## src/inc/dsd_regs.svh

```systemverilog
// Register map, field positions, reset values and timing counts
`ifndef DSD_REGS_SVH
`define DSD_REGS_SVH
`define DSD_CTRL_OFF 12'h000
`define DSD_EVT_OFF 12'h004
`define DSD_SETPT_OFF 12'h008
`define DSD_STAT_OFF 12'h00c
`define DSD_CTRL_TENTHS 0
`define DSD_CTRL_COAST 1
`define DSD_CTRL_SRC_LSB 2
`define DSD_CTRL_OEM 6
`define DSD_CTRL_OEM_BAD 7
`define DSD_CTRL_USER_BAD 8
`define DSD_CTRL_RESET 9'h000
`define DSD_EVT_INVALID 0
`define DSD_EVT_OEM_EDIT 1
`define DSD_EVT_OEM_RESET 2
`define DSD_EVT_PWRUP 3
`define DSD_EVT_FACTORY 4
`define DSD_EVT_MANUAL 5
`define DSD_SETPT_DEFAULT 11'h0c8
`define DSD_FREQ_MAX 11'h4b0
`define DSD_FREQ_HUND 11'h3e8
`define DSD_FAIL_MAX 2'h3
`define DSD_CLK_NS 10
`define DSD_TICK_MS 1
`define DSD_TENTH_MS 16'h03e8
`define DSD_VIEW_MS 16'h0bb8
`define DSD_FLASH_MS 16'h07d0
`define DSD_MSG_MS 16'h07d0
`define DSD_REPEAT_MS 16'h012c
`define DSD_BLINK_MS 10'h0fa
`define DSD_CYCLE_MS 10'h3e8
`define DSD_CL_TRIP_MS 16'hea60
`define DSD_G_DASH 5'h0a
`define DSD_G_BLANK 5'h0b
`define DSD_G_C 5'h0c
`define DSD_G_P 5'h0d
`define DSD_G_E 5'h0e
`define DSD_G_I 5'h0f
`define DSD_G_U 5'h10
`define DSD_G_J 5'h11
`define DSD_G_G 5'h12
`define DSD_G_O 5'h13
`define DSD_G_B 5'h14
`define DSD_G_R 5'h15
`define DSD_G_L 5'h16
`define DSD_G_S 5'h17
`define DSD_G_F 5'h18
`endif

```

## src/inc/dsd_pkg.sv

```systemverilog
// Types of the speed and status display block
package dsd_pkg;
	typedef enum logic [3:0] {
		V_IDLE = 4'b0001,
		V_WHOLE = 4'b0010,
		V_TENTH = 4'b0100,
		V_EDIT = 4'b1000
	} dsd_view_t;
	typedef struct packed {
		logic [1:0] up_sy;
		logic [1:0] dn_sy;
		logic up_q;
		logic dn_q;
		logic [8:0] ctrl;
		logic [10:0] setpt;
		dsd_view_t view;
		logic [15:0] view_tmr;
		logic [16:0] tick_cnt;
		logic [9:0] blink_cnt;
		logic [15:0] hold_tmr;
		logic held;
		logic [3:0] flash_src;
		logic [15:0] flash_tmr;
		logic [9:0] msg;
		logic [15:0] msg_tmr;
		logic [3:0] src_prev;
		logic [1:0] fail_cnt;
		logic lockout;
		logic [15:0] cl_tmr;
		logic overload;
		logic [4:0] gl_l;
		logic [4:0] gl_r;
		logic dp_l;
		logic dp_r;
		logic decel_hold;
	} dsd_state_t;
endpackage : dsd_pkg

```

## src/core/dsd_display.sv

```systemverilog
// Front-panel speed and status display with up/down keypad editing
//
// Notes on behaviour
// - Stop: first press lights left point and shows setpoint whole hertz
// - Factory reset puts the setpoint at 20.0 Hz
// - Stop: second press shows tenths briefly, then whole hertz again
// - Tenths editing: held key steps tenths to whole hertz, then 1 Hz
// - Whole-hertz editing: keypad steps are 1 Hz, saturating at 0 and 120 Hz
// - Run: show whole hertz of output frequency, left point dark
// - Run: single press shows tenths with left point lit, setpoint kept
// - Left point blinks while output ramps toward a viewed setpoint
// - Ramp stop: shown frequency falls, then two dashes once stopped
// - DC braking stop: braking message during braking, then two dashes
// - Coast stop without braking: two dashes at once
// - Above 99.9 Hz alternate hundreds mark and tens-ones; max 120 Hz
// - Source change while running flashes the new source code
// - Non-keypad source: key press keeps setpoint, flashes source code
// - Distinct two-character code for every speed source
// - Current limit shows its message; too long trips overload
// - Rejected entry shows the invalid-entry message
// - OEM mode refuses default edits and shows the blocked message
// - Corrupt data message: bad OEM data at OEM reset, or all at power-up
// - Three failed restarts show lockout and need a manual reset
// - Restart-pending message blinks between restart attempts
// - Bus overvoltage threat pauses deceleration and lights both points
`timescale 1ns/100ps
`include "dsd_regs.svh"

module dsd_display #(
	parameter int TICK_CYCLES = `DSD_TICK_MS * 1000000 / `DSD_CLK_NS,
	parameter logic [15:0] CL_TRIP_MS = `DSD_CL_TRIP_MS
) (
	input wire logic CLK,
	input wire logic NRST,
	input wire logic [11:0] PADDR,
	input wire logic PSEL,
	input wire logic PENABLE,
	input wire logic PWRITE,
	input wire logic [31:0] PWDATA,
	output logic [31:0] PRDATA,
	output logic PREADY,
	output logic PSLVERR,
	input wire logic KEY_UP,
	input wire logic KEY_DN,
	input wire logic DRV_RUN,
	input wire logic [10:0] DRV_FREQ,
	input wire logic DRV_BRAKE,
	input wire logic DRV_DECEL,
	input wire logic BUS_HIGH,
	input wire logic CUR_LIMIT,
	input wire logic RESTART_FAIL,
	input wire logic RESTART_WAIT,
	output logic [4:0] GLYPH_L,
	output logic [4:0] GLYPH_R,
	output logic DP_L,
	output logic DP_R,
	output logic [10:0] SETPOINT,
	output logic RUN_INHIBIT,
	output logic DECEL_HOLD,
	output logic OVERLOAD_TRIP
);
	import dsd_pkg::*;

	dsd_state_t st_ff;
	dsd_state_t nxt_st;

	function automatic logic [9:0] pair(input logic [4:0] a,
		input logic [4:0] b);
		pair = {a, b};
	endfunction : pair

	function automatic logic [4:0] digit(input logic [6:0] v);
		digit = 5'(v % 7'h0a);
	endfunction : digit

	// Whole hertz of a tenths value; hundreds shown in two alternating parts
	function automatic logic [9:0] disp_val(input logic [10:0] v,
		input logic alt);
		logic [6:0] w;
		w = 7'(v / 11'h00a);
		if (v >= `DSD_FREQ_HUND) begin
			if (alt)
				disp_val = pair(5'h01, `DSD_G_DASH);
			else
				disp_val = pair(digit(7'((w - 7'h64) / 7'h0a)),
					digit(w - 7'h64));
		end else begin
			disp_val = pair(digit(7'(w / 7'h0a)), digit(w));
		end
	endfunction : disp_val

	function automatic logic [9:0] src_msg(input logic [3:0] s);
		case (s)
			4'h0: src_msg = pair(`DSD_G_C, `DSD_G_P);
			4'h1: src_msg = pair(`DSD_G_E, `DSD_G_I);
			4'h2: src_msg = pair(`DSD_G_E, `DSD_G_U);
			4'h3: src_msg = pair(`DSD_G_J, `DSD_G_G);
			4'h4: src_msg = pair(`DSD_G_O, `DSD_G_P);
			default: src_msg = pair(`DSD_G_P, 5'(s - 4'h4));
		endcase
	endfunction : src_msg

	function automatic logic [10:0] step(input logic [10:0] sp,
		input logic up, input logic [10:0] amt);
		if (up)
			step = (sp + amt > `DSD_FREQ_MAX) ? `DSD_FREQ_MAX : 11'(sp + amt);
		else
			step = (sp < amt) ? 11'h000 : 11'(sp - amt);
	endfunction : step

	logic wr_en;
	logic rd_en;
	logic addr_ok;
	logic [3:0] src;
	logic tick;
	logic up_lvl;
	logic dn_lvl;
	logic press;
	logic press_up;
	logic keypad;
	logic alt;
	logic blink;
	logic fresh_view;
	logic [10:0] amt;
	logic [9:0] show;
	logic dp_show;

	assign wr_en = PSEL && PENABLE && PWRITE;
	assign rd_en = PSEL && !PWRITE;
	assign addr_ok = PADDR == `DSD_CTRL_OFF || PADDR == `DSD_EVT_OFF ||
		PADDR == `DSD_SETPT_OFF || PADDR == `DSD_STAT_OFF;
	assign PREADY = 1'b1;
	assign PSLVERR = PSEL && PENABLE && !addr_ok;
	assign src = st_ff.ctrl[`DSD_CTRL_SRC_LSB +: 4];
	assign tick = st_ff.tick_cnt == 17'(TICK_CYCLES - 1);
	assign up_lvl = st_ff.up_sy[1];
	assign dn_lvl = st_ff.dn_sy[1];
	// Both keys together count as no key
	assign press = (up_lvl && !st_ff.up_q && !dn_lvl) ||
		(dn_lvl && !st_ff.dn_q && !up_lvl);
	assign press_up = up_lvl;
	assign keypad = src == 4'h0;
	assign alt = st_ff.blink_cnt < (`DSD_CYCLE_MS >> 1);
	assign blink = st_ff.blink_cnt < `DSD_BLINK_MS ||
		(st_ff.blink_cnt >= (`DSD_BLINK_MS << 1) &&
		st_ff.blink_cnt < 10'(`DSD_BLINK_MS * 3));

	always_comb begin
		PRDATA = 32'h0000_0000;
		if (rd_en) begin
			case (PADDR)
				`DSD_CTRL_OFF: PRDATA = {23'h000000, st_ff.ctrl};
				`DSD_SETPT_OFF: PRDATA = {21'h000000, st_ff.setpt};
				`DSD_STAT_OFF: PRDATA = {20'h00000, st_ff.overload,
					st_ff.lockout, st_ff.gl_r, st_ff.gl_l};
				default: PRDATA = 32'h0000_0000;
			endcase
		end
	end

	always_comb begin
		nxt_st = st_ff;
		fresh_view = 1'b0;
		show = pair(`DSD_G_DASH, `DSD_G_DASH);
		dp_show = 1'b0;
		// Keys come from the panel pins, so they are synchronised first
		nxt_st.up_sy = {st_ff.up_sy[0], KEY_UP};
		nxt_st.dn_sy = {st_ff.dn_sy[0], KEY_DN};
		nxt_st.up_q = up_lvl;
		nxt_st.dn_q = dn_lvl;
		nxt_st.tick_cnt = tick ? 17'h00000 : 17'(st_ff.tick_cnt + 17'h1);
		if (tick) begin
			nxt_st.blink_cnt = (st_ff.blink_cnt == `DSD_CYCLE_MS - 10'h1) ?
				10'h000 : 10'(st_ff.blink_cnt + 10'h1);
			if (st_ff.view_tmr != 16'h0000)
				nxt_st.view_tmr = 16'(st_ff.view_tmr - 16'h1);
			if (st_ff.flash_tmr != 16'h0000)
				nxt_st.flash_tmr = 16'(st_ff.flash_tmr - 16'h1);
			if (st_ff.msg_tmr != 16'h0000)
				nxt_st.msg_tmr = 16'(st_ff.msg_tmr - 16'h1);
		end
		if (wr_en && PADDR == `DSD_CTRL_OFF)
			nxt_st.ctrl = PWDATA[8:0];

		// Timed view steps back; tenths peek in stop returns to whole hertz
		if (tick && st_ff.view_tmr == 16'h0001) begin
			if (st_ff.view == V_TENTH && !DRV_RUN) begin
				// Back to whole hertz, now ready to step on the next press
				nxt_st.view = V_EDIT;
				nxt_st.view_tmr = `DSD_VIEW_MS;
			end else begin
				nxt_st.view = V_IDLE;
			end
		end

		amt = st_ff.ctrl[`DSD_CTRL_TENTHS] ? 11'h001 : 11'h00a;
		if (press && !keypad) begin
			nxt_st.flash_src = src;
			nxt_st.flash_tmr = `DSD_FLASH_MS;
		end else if (press) begin
			nxt_st.hold_tmr = 16'h0000;
			nxt_st.held = 1'b0;
			case (st_ff.view)
				V_IDLE: begin
					nxt_st.view = DRV_RUN ? V_TENTH : V_WHOLE;
					nxt_st.view_tmr = DRV_RUN ? `DSD_TENTH_MS : `DSD_VIEW_MS;
				end
				V_WHOLE: begin
					nxt_st.view = V_TENTH;
					nxt_st.view_tmr = `DSD_TENTH_MS;
				end
				V_TENTH, V_EDIT: begin
					nxt_st.view = V_EDIT;
					nxt_st.view_tmr = `DSD_VIEW_MS;
					nxt_st.setpt = step(st_ff.setpt, press_up, amt);
				end
				default: nxt_st.view = V_IDLE;
			endcase
		end else if ((up_lvl ^ dn_lvl) && keypad && st_ff.view == V_EDIT) begin
			// Auto-repeat while held; tenths only up to the next whole hertz
			if (tick)
				nxt_st.hold_tmr = 16'(st_ff.hold_tmr + 16'h1);
			if (tick && st_ff.hold_tmr == `DSD_REPEAT_MS - 16'h1) begin
				nxt_st.hold_tmr = 16'h0000;
				nxt_st.held = 1'b1;
				nxt_st.view_tmr = `DSD_VIEW_MS;
				if (st_ff.ctrl[`DSD_CTRL_TENTHS] && st_ff.held &&
					st_ff.setpt % 11'h00a == 11'h000)
					amt = 11'h00a;
				nxt_st.setpt = step(st_ff.setpt, press_up, amt);
			end
		end

		// Source change while running flashes the new source
		nxt_st.src_prev = src;
		if (DRV_RUN && src != st_ff.src_prev) begin
			nxt_st.flash_src = src;
			nxt_st.flash_tmr = `DSD_FLASH_MS;
		end

		if (wr_en && PADDR == `DSD_EVT_OFF) begin
			if (PWDATA[`DSD_EVT_FACTORY])
				nxt_st.setpt = `DSD_SETPT_DEFAULT;
			if (PWDATA[`DSD_EVT_INVALID]) begin
				nxt_st.msg = pair(`DSD_G_E, `DSD_G_R);
				nxt_st.msg_tmr = `DSD_MSG_MS;
			end
			if (PWDATA[`DSD_EVT_OEM_EDIT] && st_ff.ctrl[`DSD_CTRL_OEM]) begin
				nxt_st.msg = pair(`DSD_G_G, `DSD_G_E);
				nxt_st.msg_tmr = `DSD_MSG_MS;
			end
			if ((PWDATA[`DSD_EVT_OEM_RESET] && st_ff.ctrl[`DSD_CTRL_OEM_BAD]) ||
				(PWDATA[`DSD_EVT_PWRUP] && st_ff.ctrl[`DSD_CTRL_OEM_BAD] &&
				st_ff.ctrl[`DSD_CTRL_USER_BAD])) begin
				nxt_st.msg = pair(`DSD_G_G, `DSD_G_F);
				nxt_st.msg_tmr = `DSD_MSG_MS;
			end
		end

		// Failed restarts count toward lockout; a failure beats the clear unless already locked out
		if (wr_en && PADDR == `DSD_EVT_OFF && PWDATA[`DSD_EVT_MANUAL]) begin
			nxt_st.fail_cnt = 2'h0;
			nxt_st.lockout = 1'b0;
			nxt_st.overload = 1'b0;
		end
		if (RESTART_FAIL && !st_ff.lockout) begin
			nxt_st.fail_cnt = 2'(st_ff.fail_cnt + 2'h1);
			if (st_ff.fail_cnt == `DSD_FAIL_MAX - 2'h1)
				nxt_st.lockout = 1'b1;
		end

		if (!CUR_LIMIT) begin
			nxt_st.cl_tmr = 16'h0000;
		end else if (tick && st_ff.cl_tmr != CL_TRIP_MS) begin
			nxt_st.cl_tmr = 16'(st_ff.cl_tmr + 16'h1);
		end else if (st_ff.cl_tmr == CL_TRIP_MS) begin
			nxt_st.overload = 1'b1;
		end
		nxt_st.decel_hold = DRV_DECEL && BUS_HIGH;

		// Display priority: flashes and faults over speed readouts
		if (st_ff.flash_tmr != 16'h0000) begin
			show = blink ? src_msg(st_ff.flash_src) :
				pair(`DSD_G_BLANK, `DSD_G_BLANK);
		end else if (st_ff.lockout) begin
			show = pair(`DSD_G_L, `DSD_G_C);
		end else if (RESTART_WAIT) begin
			show = blink ? pair(`DSD_G_S, `DSD_G_P) :
				pair(`DSD_G_BLANK, `DSD_G_BLANK);
		end else if (CUR_LIMIT) begin
			show = pair(`DSD_G_C, `DSD_G_L);
		end else if (st_ff.msg_tmr != 16'h0000) begin
			show = st_ff.msg;
		end else if (DRV_BRAKE) begin
			show = pair(`DSD_G_B, `DSD_G_R);
		end else if (st_ff.view == V_TENTH) begin
			show = pair(`DSD_G_BLANK,
				5'((DRV_RUN ? DRV_FREQ : st_ff.setpt) % 11'h00a));
			dp_show = 1'b1;
		end else if (st_ff.view != V_IDLE) begin
			show = disp_val(st_ff.setpt, alt);
			fresh_view = DRV_RUN && DRV_FREQ != st_ff.setpt;
			dp_show = fresh_view ? blink : 1'b1;
		end else if (DRV_RUN) begin
			show = disp_val(DRV_FREQ, alt);
		end else if (!st_ff.ctrl[`DSD_CTRL_COAST] && DRV_FREQ != 11'h000) begin
			show = disp_val(DRV_FREQ, alt);
		end else begin
			show = pair(`DSD_G_DASH, `DSD_G_DASH);
		end
		nxt_st.gl_l = show[9:5];
		nxt_st.gl_r = show[4:0];
		nxt_st.dp_l = dp_show || (DRV_DECEL && BUS_HIGH);
		nxt_st.dp_r = DRV_DECEL && BUS_HIGH;
	end

	always_ff @(posedge CLK or negedge NRST) begin
		if (!NRST) begin
			st_ff <= '0;
			st_ff.view <= V_IDLE;
			st_ff.ctrl <= `DSD_CTRL_RESET;
			st_ff.setpt <= `DSD_SETPT_DEFAULT;
			st_ff.gl_l <= `DSD_G_DASH;
			st_ff.gl_r <= `DSD_G_DASH;
		end else begin
			st_ff <= nxt_st;
		end
	end

	assign GLYPH_L = st_ff.gl_l;
	assign GLYPH_R = st_ff.gl_r;
	assign DP_L = st_ff.dp_l;
	assign DP_R = st_ff.dp_r;
	assign SETPOINT = st_ff.setpt;
	assign RUN_INHIBIT = st_ff.lockout;
	assign DECEL_HOLD = st_ff.decel_hold;
	assign OVERLOAD_TRIP = st_ff.overload;

	logic quiet;
	logic fact_wr;
	assign quiet = st_ff.flash_tmr == 16'h0000 && !st_ff.lockout &&
		!RESTART_WAIT && !CUR_LIMIT && st_ff.msg_tmr == 16'h0000;
	assign fact_wr = wr_en && PADDR == `DSD_EVT_OFF &&
		PWDATA[`DSD_EVT_FACTORY];
endmodule : dsd_display

```

## config.mk

```make
export PLATFORM = sky130hd
export DESIGN_NAME = dsd_display
export DESIGN_NICKNAME = d
export VERILOG_FILES = /design/src/inc/dsd_pkg.sv /design/src/core/dsd_display.sv
export VERILOG_INCLUDE_DIRS = /design/src /design/src/inc
export SDC_FILE = /design/constraint.sdc
export NUM_CORES = 1
export LEC_CHECK = 0
export ABC_AREA = 1
export BUFFER_PORTS_ARGS = -buffer_cell sky130_fd_sc_hd__buf_2
export CORE_MARGIN = 8
export CORE_UTILIZATION = 50
export CTS_BUF_LIST = sky130_fd_sc_hd__clkbuf_4
export CTS_CLUSTER_SIZE = 16
export DETAILED_ROUTE_END_ITERATION = 6
export PLACE_DENSITY = 0.67
export REMOVE_ABC_BUFFERS = 1
export SYNTH_ARGS = -nofsm -noshare
export SYNTH_HDL_FRONTEND = slang
export SYNTH_SLANG_ARGS = --single-unit
```

## constraint.sdc

```tcl
create_clock -name CLK -period 12.1 [get_ports CLK]
set_clock_uncertainty 0.15 [all_clocks]
set_input_delay 0.605 -clock CLK [delete_from_list [all_inputs] [get_ports CLK]]
set_output_delay 0.605 -clock CLK [all_outputs]
set_load 0.02 [all_outputs]
```

==> impl_results.rst, run 1 <==
.. list-table::
   :header-rows: 1

   * - Metric
     - Value
   * - Status
     - finished, final reports clean
   * - Detail-routed via count per cell
     - 5.426
   * - Most frequent cells in the layout
     - sky130_fd_sc_hd__nand2_1, sky130_fd_sc_hd__inv_1, sky130_fd_sc_hd__nor2_1
   * - CTS clk-pin slew, worst paths
     - 150 ps
   * - Routability congestion estimate
     - 0.9509
   * - Type of destination of the critical path
     - flip-flop
   * - Final HPWL DP
     - 35.30 mm
   * - PortBufs
     - 84
   * - # Post-CTS Setup Buffers
     - 0
   * - Area of the die
     - 37770 µm²
   * - Floorplan die height
     - 194.3 µm
   * - Clock sink count
     - 168
   * - Standard cell with the maximum stage delay on the critical path
     - sky130_fd_sc_hd__dfrtp_1
   * - Initial DRC Count
     - 1095
   * - Post-route clock period utilization
     - 67.54%
   * - Share of the synthesized area in compound gates (AO/OA/AOI/OAI)
     - 14.70%
   * - Unrepaired setup endpoints after global routing
     - false
   * - Clock Tree Root
     - sky130_fd_sc_hd__clkbuf_4
   * - Fraction of registers with async set or reset after synthesis
     - 100.0%
   * - Placeable core region
     - 31470 µm²
   * - Clock network latency to the later pin of the worst-skew pair
     - 600 ps
   * - Reported max-cap violation count
     - 0
   * - Sum of buffers and inverters on the critical path
     - 11
   * - Via count of the routed design
     - 15650
   * - Number of distinct standard cells referenced by the synthesized netlist
     - 73
   * - Worst setup path class
     - reg -> reg
   * - Global-route wire length before repair
     - 74.09 mm
   * - CTS H-tree lvls
     - 4
   * - Number of setup violations in the final report
     - 0
   * - Final Hold Vio Count
     - 0
   * - # placed instances
     - 2849
   * - Share of cell area taken by muxes after synthesis
     - 0.2832%
   * - Gate family responsible for the most delay along the worst path
     - simple AND/OR/NAND/NOR gates
   * - Fraction of the mapped netlist area in simple logic gates
     - 35.03%
   * - Initial antenna violation count
     - 1
   * - Top achievable clock speed
     - 122.4 MHz
   * - Summed area of non-filler cells in the final layout
     - 16770 µm²
   * - Yosys top cell area share
     - 25.18%
   * - Most frequent standard cell in the layout excluding fill and tap cells
     - sky130_fd_sc_hd__nand2_1
   * - Largest family of logic cells by synthesized area
     - simple AND/OR/NAND/NOR gates
   * - Total iterations of the first detailed-routing run
     - 6
   * - Most frequently used flop master after synthesis
     - sky130_fd_sc_hd__dfrtp_1
   * - Initial cell density of the core
     - 50.53%
   * - Average wire length per cell after detail routing
     - 15.48 µm
   * - Mean instance size in the synthesized netlist
     - 6.586 µm²
   * - Req. time, crit path
     - 12430 ps
   * - Setup Total Neg Slack
     - 0 ps
   * - Final Routed Wirelength
     - 44.65 mm
   * - Area added between synthesis and finish
     - 5.444%
   * - Number of DRC violations after detailed routing
     - 0
   * - Data arrival time of the worst path
     - 8500 ps
   * - Gr usage total
     - 23.48%
   * - Fraction of the yosys area taken by sequential cells
     - 26.50%
   * - Arithmetic-cell share of the synthesized area counting full adders, half adders and majority gates
     - 6.011%
   * - CTS buffer count
     - 17
   * - Total of flip-flops plus latches after synthesis
     - 168
   * - Post-route antenna net violation count
     - 0
   * - Number of instances in the synthesized netlist
     - 2415
   * - Vias in the first global route
     - 15280
   * - Final cell count without fillers
     - 2884
   * - Mapped Area
     - 15900 µm²
   * - Post-synthesis share of cell area spent on xor and xnor gates
     - 4.240%
   * - Pin count of the biggest net entering global routing
     - 107
   * - Final count of pins violating max slew
     - 0
   * - Largest area contributor in the synthesized netlist
     - sky130_fd_sc_hd__dfrtp_1
   * - Number of primary I/O pins
     - 129
   * - Cell types with the largest area share after synthesis
     - sky130_fd_sc_hd__dfrtp_1, sky130_fd_sc_hd__nand2_1, sky130_fd_sc_hd__inv_1
   * - Most frequent cell on the critical path
     - sky130_fd_sc_hd__nand2_2
   * - Measured slew at the worst slew-check pin
     - 1367 ps
   * - Critical path startpoint
     - SETPOINT[9]$_DFF_PN0_
   * - Maximum root-to-sink buffer count
     - 2
   * - Synth warnings
     - 0
   * - HP Class
     - in -> reg
   * - FF-to-FF Start
     - SETPOINT[9]$_DFF_PN0_
   * - Maximum fanout along the worst path
     - 12
   * - Max incr delay on CP
     - 730 ps
   * - CTS tree
     - done
   * - Number of flops mapped to enable cells by yosys
     - 0
   * - # nets final
     - 2612
   * - Overall overflow remaining after global route
     - 0
   * - Normalized max-slew margin
     - 8.051%
   * - Layout cell share with drive strength beyond 1
     - 11.57%
   * - Shortest clock period the worst path allows after layout
     - 8172 ps
   * - Horizontal extent of the die
     - 194.3 µm
   * - Startpoint of the lowest-slack hold path
     - DRV_DECEL
   * - DP Area
     - 16450 µm²
   * - Placement row count
     - 65
   * - Startpoint class of the critical path
     - flip-flop
-- routing by layer --
layer	up-vias	track usage, %	share of wire (%)
li1	7908	-	-
met1	7302	28.80	44
met2	354	40.51	48
met3	86	3.835	4.6
met4	0	9.788	3.7
met5	-	0	0
-- kinds of logic after synthesis --
| family | after synthesis |
|---|---|
| buf+inv | 500 |
| fa+ha+maj | 74 |
| other cells | 2 |
| xor+xnor | 77 |
| mux | 4 |
| simple gates | 1195 |
| flops | 168 |
| compound gates | 395 |
-- sequential cells by signal, summed over array words and instances (netlist names) --
register and count:
st_ff 135, SETPOINT 11, nxt_st 7, GLYPH_L 5
GLYPH_R 5, DECEL_HOLD 1, DP_L 1, OVERLOAD_TRIP 1
RUN_INHIBIT 1, dn_lvl 1
-- cell usage after synthesis, types with 4 or more instances --
cell type	number
sky130_fd_sc_hd__a211oi_1	6
sky130_fd_sc_hd__a21o_1	4
sky130_fd_sc_hd__a21oi_1	105
sky130_fd_sc_hd__a221oi_1	9
sky130_fd_sc_hd__a22oi_1	6
sky130_fd_sc_hd__a31oi_1	15
sky130_fd_sc_hd__and2_1	7
sky130_fd_sc_hd__buf_1	4
sky130_fd_sc_hd__buf_2	4
sky130_fd_sc_hd__buf_4	44
sky130_fd_sc_hd__buf_6	5
sky130_fd_sc_hd__clkbuf_1	21
sky130_fd_sc_hd__dfrtp_1	160
sky130_fd_sc_hd__dfstp_2	8
sky130_fd_sc_hd__fa_1	4
sky130_fd_sc_hd__ha_1	70
sky130_fd_sc_hd__inv_1	391
sky130_fd_sc_hd__inv_2	26
sky130_fd_sc_hd__mux2_2	4
sky130_fd_sc_hd__nand2_1	528
sky130_fd_sc_hd__nand2_2	55
sky130_fd_sc_hd__nand2_4	17
sky130_fd_sc_hd__nand3_1	152
sky130_fd_sc_hd__nand3_2	17
sky130_fd_sc_hd__nand3b_1	11
sky130_fd_sc_hd__nand4_1	41
sky130_fd_sc_hd__nor2_1	231
sky130_fd_sc_hd__nor2_2	6
sky130_fd_sc_hd__nor3_1	70
sky130_fd_sc_hd__nor3b_1	4
sky130_fd_sc_hd__nor4_1	30
sky130_fd_sc_hd__o211ai_1	20
sky130_fd_sc_hd__o21ai_0	143
sky130_fd_sc_hd__o21ai_1	18
sky130_fd_sc_hd__o21ai_2	9
sky130_fd_sc_hd__o221ai_1	12
sky130_fd_sc_hd__o22ai_1	8
sky130_fd_sc_hd__o31ai_1	13
sky130_fd_sc_hd__or2_2	10
sky130_fd_sc_hd__xnor2_1	16
sky130_fd_sc_hd__xor2_1	61
-- worst paths after layout --
check / to / slack (ps) / cells after the start
worst max-delay path: SETPOINT[4]$_DFF_PN0_ / 3930 / 53
worst min-delay path: DECEL_HOLD$_DFF_PN0_ / 60 / 3
worst max register to register: SETPOINT[4]$_DFF_PN0_ / 3930 / 53
worst min register to register: dn_lvl$_DFF_PN0_ / 210 / 0
max in group asynchronous: GLYPH_R[0]$_DFF_PN0_ / 9830 / 3
min in group asynchronous: st_ff[136]$_DFF_PN0_ / 540 / 2
-- worst register-to-register path: cells and delay by family, from the launching register on --
family          cells  cell delay, ps
flops               1             730
xor+xnor            1             200
compound gates      7            1650
simple gates       32            3490
fa+ha+maj           2             600
buf+inv            11            1230
-- final cells by class --
cell class | instances | area, µm²
Sequential cell | 168 | 4214
Tap cell | 402 | 503.0
Inverter | 421 | 1587
Timing Repair Buffer | 95 | 516.7
Fill cell | 3191 | 14700
Clock inverter | 14 | 155.1
Antenna cell | 1 | 2.502
Multi-Input combinational cell | 1766 | 9664
Clock buffer | 17 | 127.6
-- timing repair --
action / 4_1_cts / 5_1_grt
hold buffers: 3 / 0
gates resized for setup: 0 / 0
endpoints found under the hold margin: 13 / 0
-- per-stage QoR --
stage | worst slack (ps) | utilization, % | hold slack, ps
finish | 3928 | 53.28 | 63.35
global route | 3223 | 53.28 | 59.56
CTS | 3979 | 53.27 | 25.63
detailed placement | 4056 | 52.28 | 184.7
global placement | 4198 | 52.28 | 182.8
floorplan | 5529 | - | 159.4
Power of run 1 is not shown: default switching activity piles up to over one toggle a cycle in this logic, so the estimate is an artifact.
==> inputs of run 2 (changes only) <==
--- a/config.mk
+++ b/config.mk
@@ -6,7 +6,7 @@
 export SDC_FILE = /design/constraint.sdc
 export NUM_CORES = 1
 export LEC_CHECK = 0
-export ABC_AREA = 1
+export ABC_AREA = 0
 export BUFFER_PORTS_ARGS = -buffer_cell sky130_fd_sc_hd__buf_2
 export CORE_MARGIN = 8
 export CORE_UTILIZATION = 50
==> constraint.sdc (replaced) <==
create_clock -name CLK -period 8.1 [get_ports CLK]
set_clock_uncertainty 0.15 [all_clocks]
set_input_delay 0.405 -clock CLK [delete_from_list [all_inputs] [get_ports CLK]]
set_output_delay 0.405 -clock CLK [all_outputs]
set_load 0.02 [all_outputs]
==> run 2 against run 1 <==
Effect of this change:
- critical path depth down 22
- first-iteration DRC count rose by 49%
- setup slack worse by 3400 ps
- clock-buffer cell count rose by 2
- largest cell class unchanged
==> impl_results.rst, run 2 <==
.. list-table::
   :header-rows: 1

   * - Metric
     - Value
   * - Status
     - finished, final reports clean
   * - Number of primary I/O pins
     - 129 (unchanged)
   * - Synth warnings
     - 0 (unchanged)
   * - Top achievable clock speed
     - 131.4 MHz (+7.4%)
   * - Worst reg2reg endpoint
     - GLYPH_L[1]$_DFF_PN1_
   * - Startpoint of the lowest-slack hold path
     - DRV_DECEL
   * - Vias in the first global route
     - 16620 (+8.8%)
   * - Measured slew at the worst slew-check pin
     - 1063 ps (-303.2 ps)
   * - FF-to-FF setup slack
     - 490 ps (-3440 ps)
   * - Standard cell with the maximum stage delay on the critical path
     - sky130_fd_sc_hd__dfstp_2
   * - Most frequently used flop master after synthesis
     - sky130_fd_sc_hd__dfrtp_1
   * - Number of setup violations in the final report
     - 0 (unchanged)
   * - Area of the die
     - 41810 µm² (+11%)
   * - CTS clk-pin slew, worst paths
     - 150 ps (about the same)
   * - Logic depth of the worst register-to-register path
     - 31 (-42%)
   * - Cell types with the largest area share after synthesis
     - sky130_fd_sc_hd__dfrtp_1, sky130_fd_sc_hd__ha_1, sky130_fd_sc_hd__xnor2_1
   * - Clock network latency to the later pin of the worst-skew pair
     - 600 ps (about the same)
   * - Hold Path Sink
     - DP_L$_DFF_PN0_
   * - Clock Tree Root
     - sky130_fd_sc_hd__clkbuf_4
   * - Floorplan die height
     - 204.5 µm (+5.2%)
   * - FF-to-FF Start
     - SETPOINT[7]$_DFF_PN1_
   * - Detail-routed via count per cell
     - 6.285 (+16%)
   * - Clock sink count
     - 168 (unchanged)
   * - Final count of pins violating max slew
     - 0 (unchanged)
   * - Leading cell type by number of instances after synthesis
     - sky130_fd_sc_hd__nor2_1
   * - Worst hold slack across all endpoints
     - 96.15 ps (+32.81 ps)
   * - Number of flops mapped to enable cells by yosys
     - 0 (unchanged)
   * - # nets final
     - 2501 (-4.2%)
   * - Multi-input combinational cell area
     - 12410 µm² (+28%)
   * - Sum of buffers and inverters on the critical path
     - 3 (-8)
   * - HP Class
     - in -> reg
   * - Initial antenna violation count
     - 2 (+1)
   * - Shortest clock period the worst path allows after layout
     - 7612 ps (-559.7 ps)
   * - Final Routed Wirelength
     - 53.36 mm (+20%)
   * - Routability congestion estimate
     - 0.9620 (+1.2%)
   * - Most frequent standard cell in the layout excluding fill and tap cells
     - sky130_fd_sc_hd__nor2_1
   * - Via count of the routed design
     - 17810 (+14%)
   * - Type of destination of the critical path
     - flip-flop
   * - Total iterations of the first detailed-routing run
     - 6 (unchanged)
   * - Post-route clock period utilization
     - 93.98% (+26 points)
   * - DP Area
     - 18400 µm² (+12%)
   * - Data arrival time of the worst path
     - 7990 ps (-510 ps)
   * - Average wire length per cell after detail routing
     - 18.83 µm (+22%)
   * - CTS buffer count
     - 17 (unchanged)
   * - Req. time, crit path
     - 8480 ps (-3950 ps)
   * - Mean instance size in the synthesized netlist
     - 7.622 µm² (+16%)
   * - Fraction of registers with async set or reset after synthesis
     - 100.0% (unchanged)
   * - Mapped Area
     - 17760 µm² (+12%)
   * - Top reg by flops
     - st_ff
   * - Number of distinct standard cells referenced by the synthesized netlist
     - 110 (+51%)
   * - Initial cell density of the core
     - 50.30% (-0.23 points)
   * - Area of all sequential standard cells
     - 4222 µm² (+0.18%)
   * - Horizontal extent of the die
     - 204.5 µm (+5.2%)
   * - Yosys top cell area share
     - 22.54% (-2.6 points)
   * - Area added between synthesis and finish
     - 6.383%
   * - Worst setup path class
     - reg -> reg
   * - Gr usage total
     - 24.86% (+1.4 points)
   * - Post-route antenna net violation count
     - 0 (unchanged)
   * - Number of flip-flops in the largest register
     - 135 (unchanged)
   * - Initial DRC Count
     - 1636 (+49%)
   * - Normalized max-slew margin
     - 28.20% (+20 points)
   * - Commonest cells post-synth
     - sky130_fd_sc_hd__nor2_1, sky130_fd_sc_hd__nand2_1, sky130_fd_sc_hd__o21ai_0, sky130_fd_sc_hd__dfrtp_1, sky130_fd_sc_hd__a21oi_1
   * - PortBufs
     - 84 (unchanged)
   * - Worst hold stages
     - 3 (unchanged)
   * - Maximum fanout along the worst path
     - 8 (-4)
   * - Fraction of the yosys area taken by sequential cells
     - 23.73% (-2.8 points)
   * - Layout cell share with drive strength beyond 1
     - 12.10% (+0.54 points)
   * - Global-route wire length before repair
     - 86.68 mm (+17%)
   * - Maximum root-to-sink buffer count
     - 2 (unchanged)
   * - Pin count of the biggest net entering global routing
     - 97 (-9.3%)
   * - Number of DRC violations after detailed routing
     - 0 (unchanged)
   * - Placeable core region
     - 35310 µm² (+12%)
   * - Final Hold Vio Count
     - 0 (unchanged)
   * - Number of instances in the synthesized netlist
     - 2330 (-3.5%)
   * - Final HPWL DP
     - 39.88 mm (+13%)
   * - Placement row count
     - 69 (+6.2%)
   * - Max incr delay on CP
     - 610 ps (-120 ps)
   * - Largest area contributor in the synthesized netlist
     - sky130_fd_sc_hd__dfrtp_1
   * - Startpoint class of the critical path
     - flip-flop
   * - Reported max-cap violation count
     - 0 (unchanged)
   * - Gate family responsible for the most delay along the worst path
     - compound AO/OA/AOI/OAI gates
   * - CTS tree
     - done
   * - Total of flip-flops plus latches after synthesis
     - 168 (unchanged)
   * - Number of fill cells in the layout
     - 3449 (+8.1%)
   * - CTS H-tree lvls
     - 4 (unchanged)
   * - Most frequent cells in the layout
     - sky130_fd_sc_hd__nor2_1, sky130_fd_sc_hd__nand2_1, sky130_fd_sc_hd__o21ai_0
   * - Summed area of non-filler cells in the final layout
     - 18890 µm² (+13%)
   * - Overall overflow remaining after global route
     - 0 (unchanged)
[run 2: cell count changes after synthesis, sizes merged, moves of 60 or more]
cell	change
clkbuf	+60
inv	-333
nand2	-394
nand3	-69
xnor2	+84
[run 2: worst max-delay path by stage]
stage	from	to	slack, ps	cells past startpoint
6_report	SETPOINT[7]$_DFF_PN1_	GLYPH_L[1]$_DFF_PN1_	490	31
5_1_grt	SETPOINT[6]$_DFF_PN1_	GLYPH_L[1]$_DFF_PN1_	-40	31
4_1_cts	SETPOINT[6]$_DFF_PN1_	GLYPH_L[1]$_DFF_PN1_	160	31
3_5_place_dp	SETPOINT[6]$_DFF_PN1_	GLYPH_L[1]$_DFF_PN1_	220	31
3_3_place_gp	DRV_FREQ[8]	GLYPH_L[0]$_DFF_PN0_	440	34
2_1_floorplan	SETPOINT[10]$_DFF_PN0_	GLYPH_L[1]$_DFF_PN1_	-240	31
[run 2: metrics by stage]
stage / cells / util (%) / worst slack, ps / setup TNS [ps]
2_1_floorplan: 2175 / - / -242.0 / -739.9
3_3_place_gp: 2782 / 52.11 / 441.1 / 0
3_5_place_dp: 2782 / 52.11 / 216.6 / 0
4_1_cts: 2830 / 53.30 / 164.8 / 0
5_1_grt: 2834 / 53.51 / -38.72 / -38.72
6_report: 2834 / 53.51 / 487.9 / 0
[run 2: repair_timing]
action | CTS | global route
endpoints found under the hold margin | 104 | 0
setup buffers | 0 | 2
hold buffers | 16 | 0
endpoints found under the setup margin | 0 | 13
resized for setup | 0 | 12
[run 2: layout make-up]
| type | instances | area share (%) |
|---|---|---|
| diodes | 2 | 0.02649 |
| clock buffers | 19 | 0.7550 |
| clock inverters | 13 | 0.6291 |
| inverters | 93 | 1.848 |
| multi-input cells | 1914 | 65.70 |
| flip-flops and latches | 168 | 22.34 |
| well taps | 461 | 3.053 |
| repair buffers | 164 | 5.649 |
[run 2: kinds of logic (layout without fill, tap and decap cells)]
group,Yosys count,count (layout),synth area share (%)
other,2,23,0.04229
and+or+nand+nor,936,936,26.88
buffers and inverters,267,289,7.179
AOI/OAI and AO/OA,687,687,26.34
muxes,56,56,3.325
xor gates and xnor gates,136,136,6.897
DFF,168,168,23.73
adders and majority gates,78,78,5.608
[run 2: metal layers]
metal | share of wire [%] | track usage [%] | up-vias
met2 | 45 | 39.74 | 589
met4 | 3.1 | 9.000 | 0
met5 | 0 | 0 | -
met1 | 46 | 33.71 | 8532
li1 | - | - | 8601
met3 | 5.7 | 3.709 | 91
[run 2: tightest hold or removal path, cell delays in order]
cell and delay (ps):
sky130_fd_sc_hd__buf_2 70, sky130_fd_sc_hd__and2_1 180, sky130_fd_sc_hd__a31o_2 150
Power of run 2 is left out for the same reason.
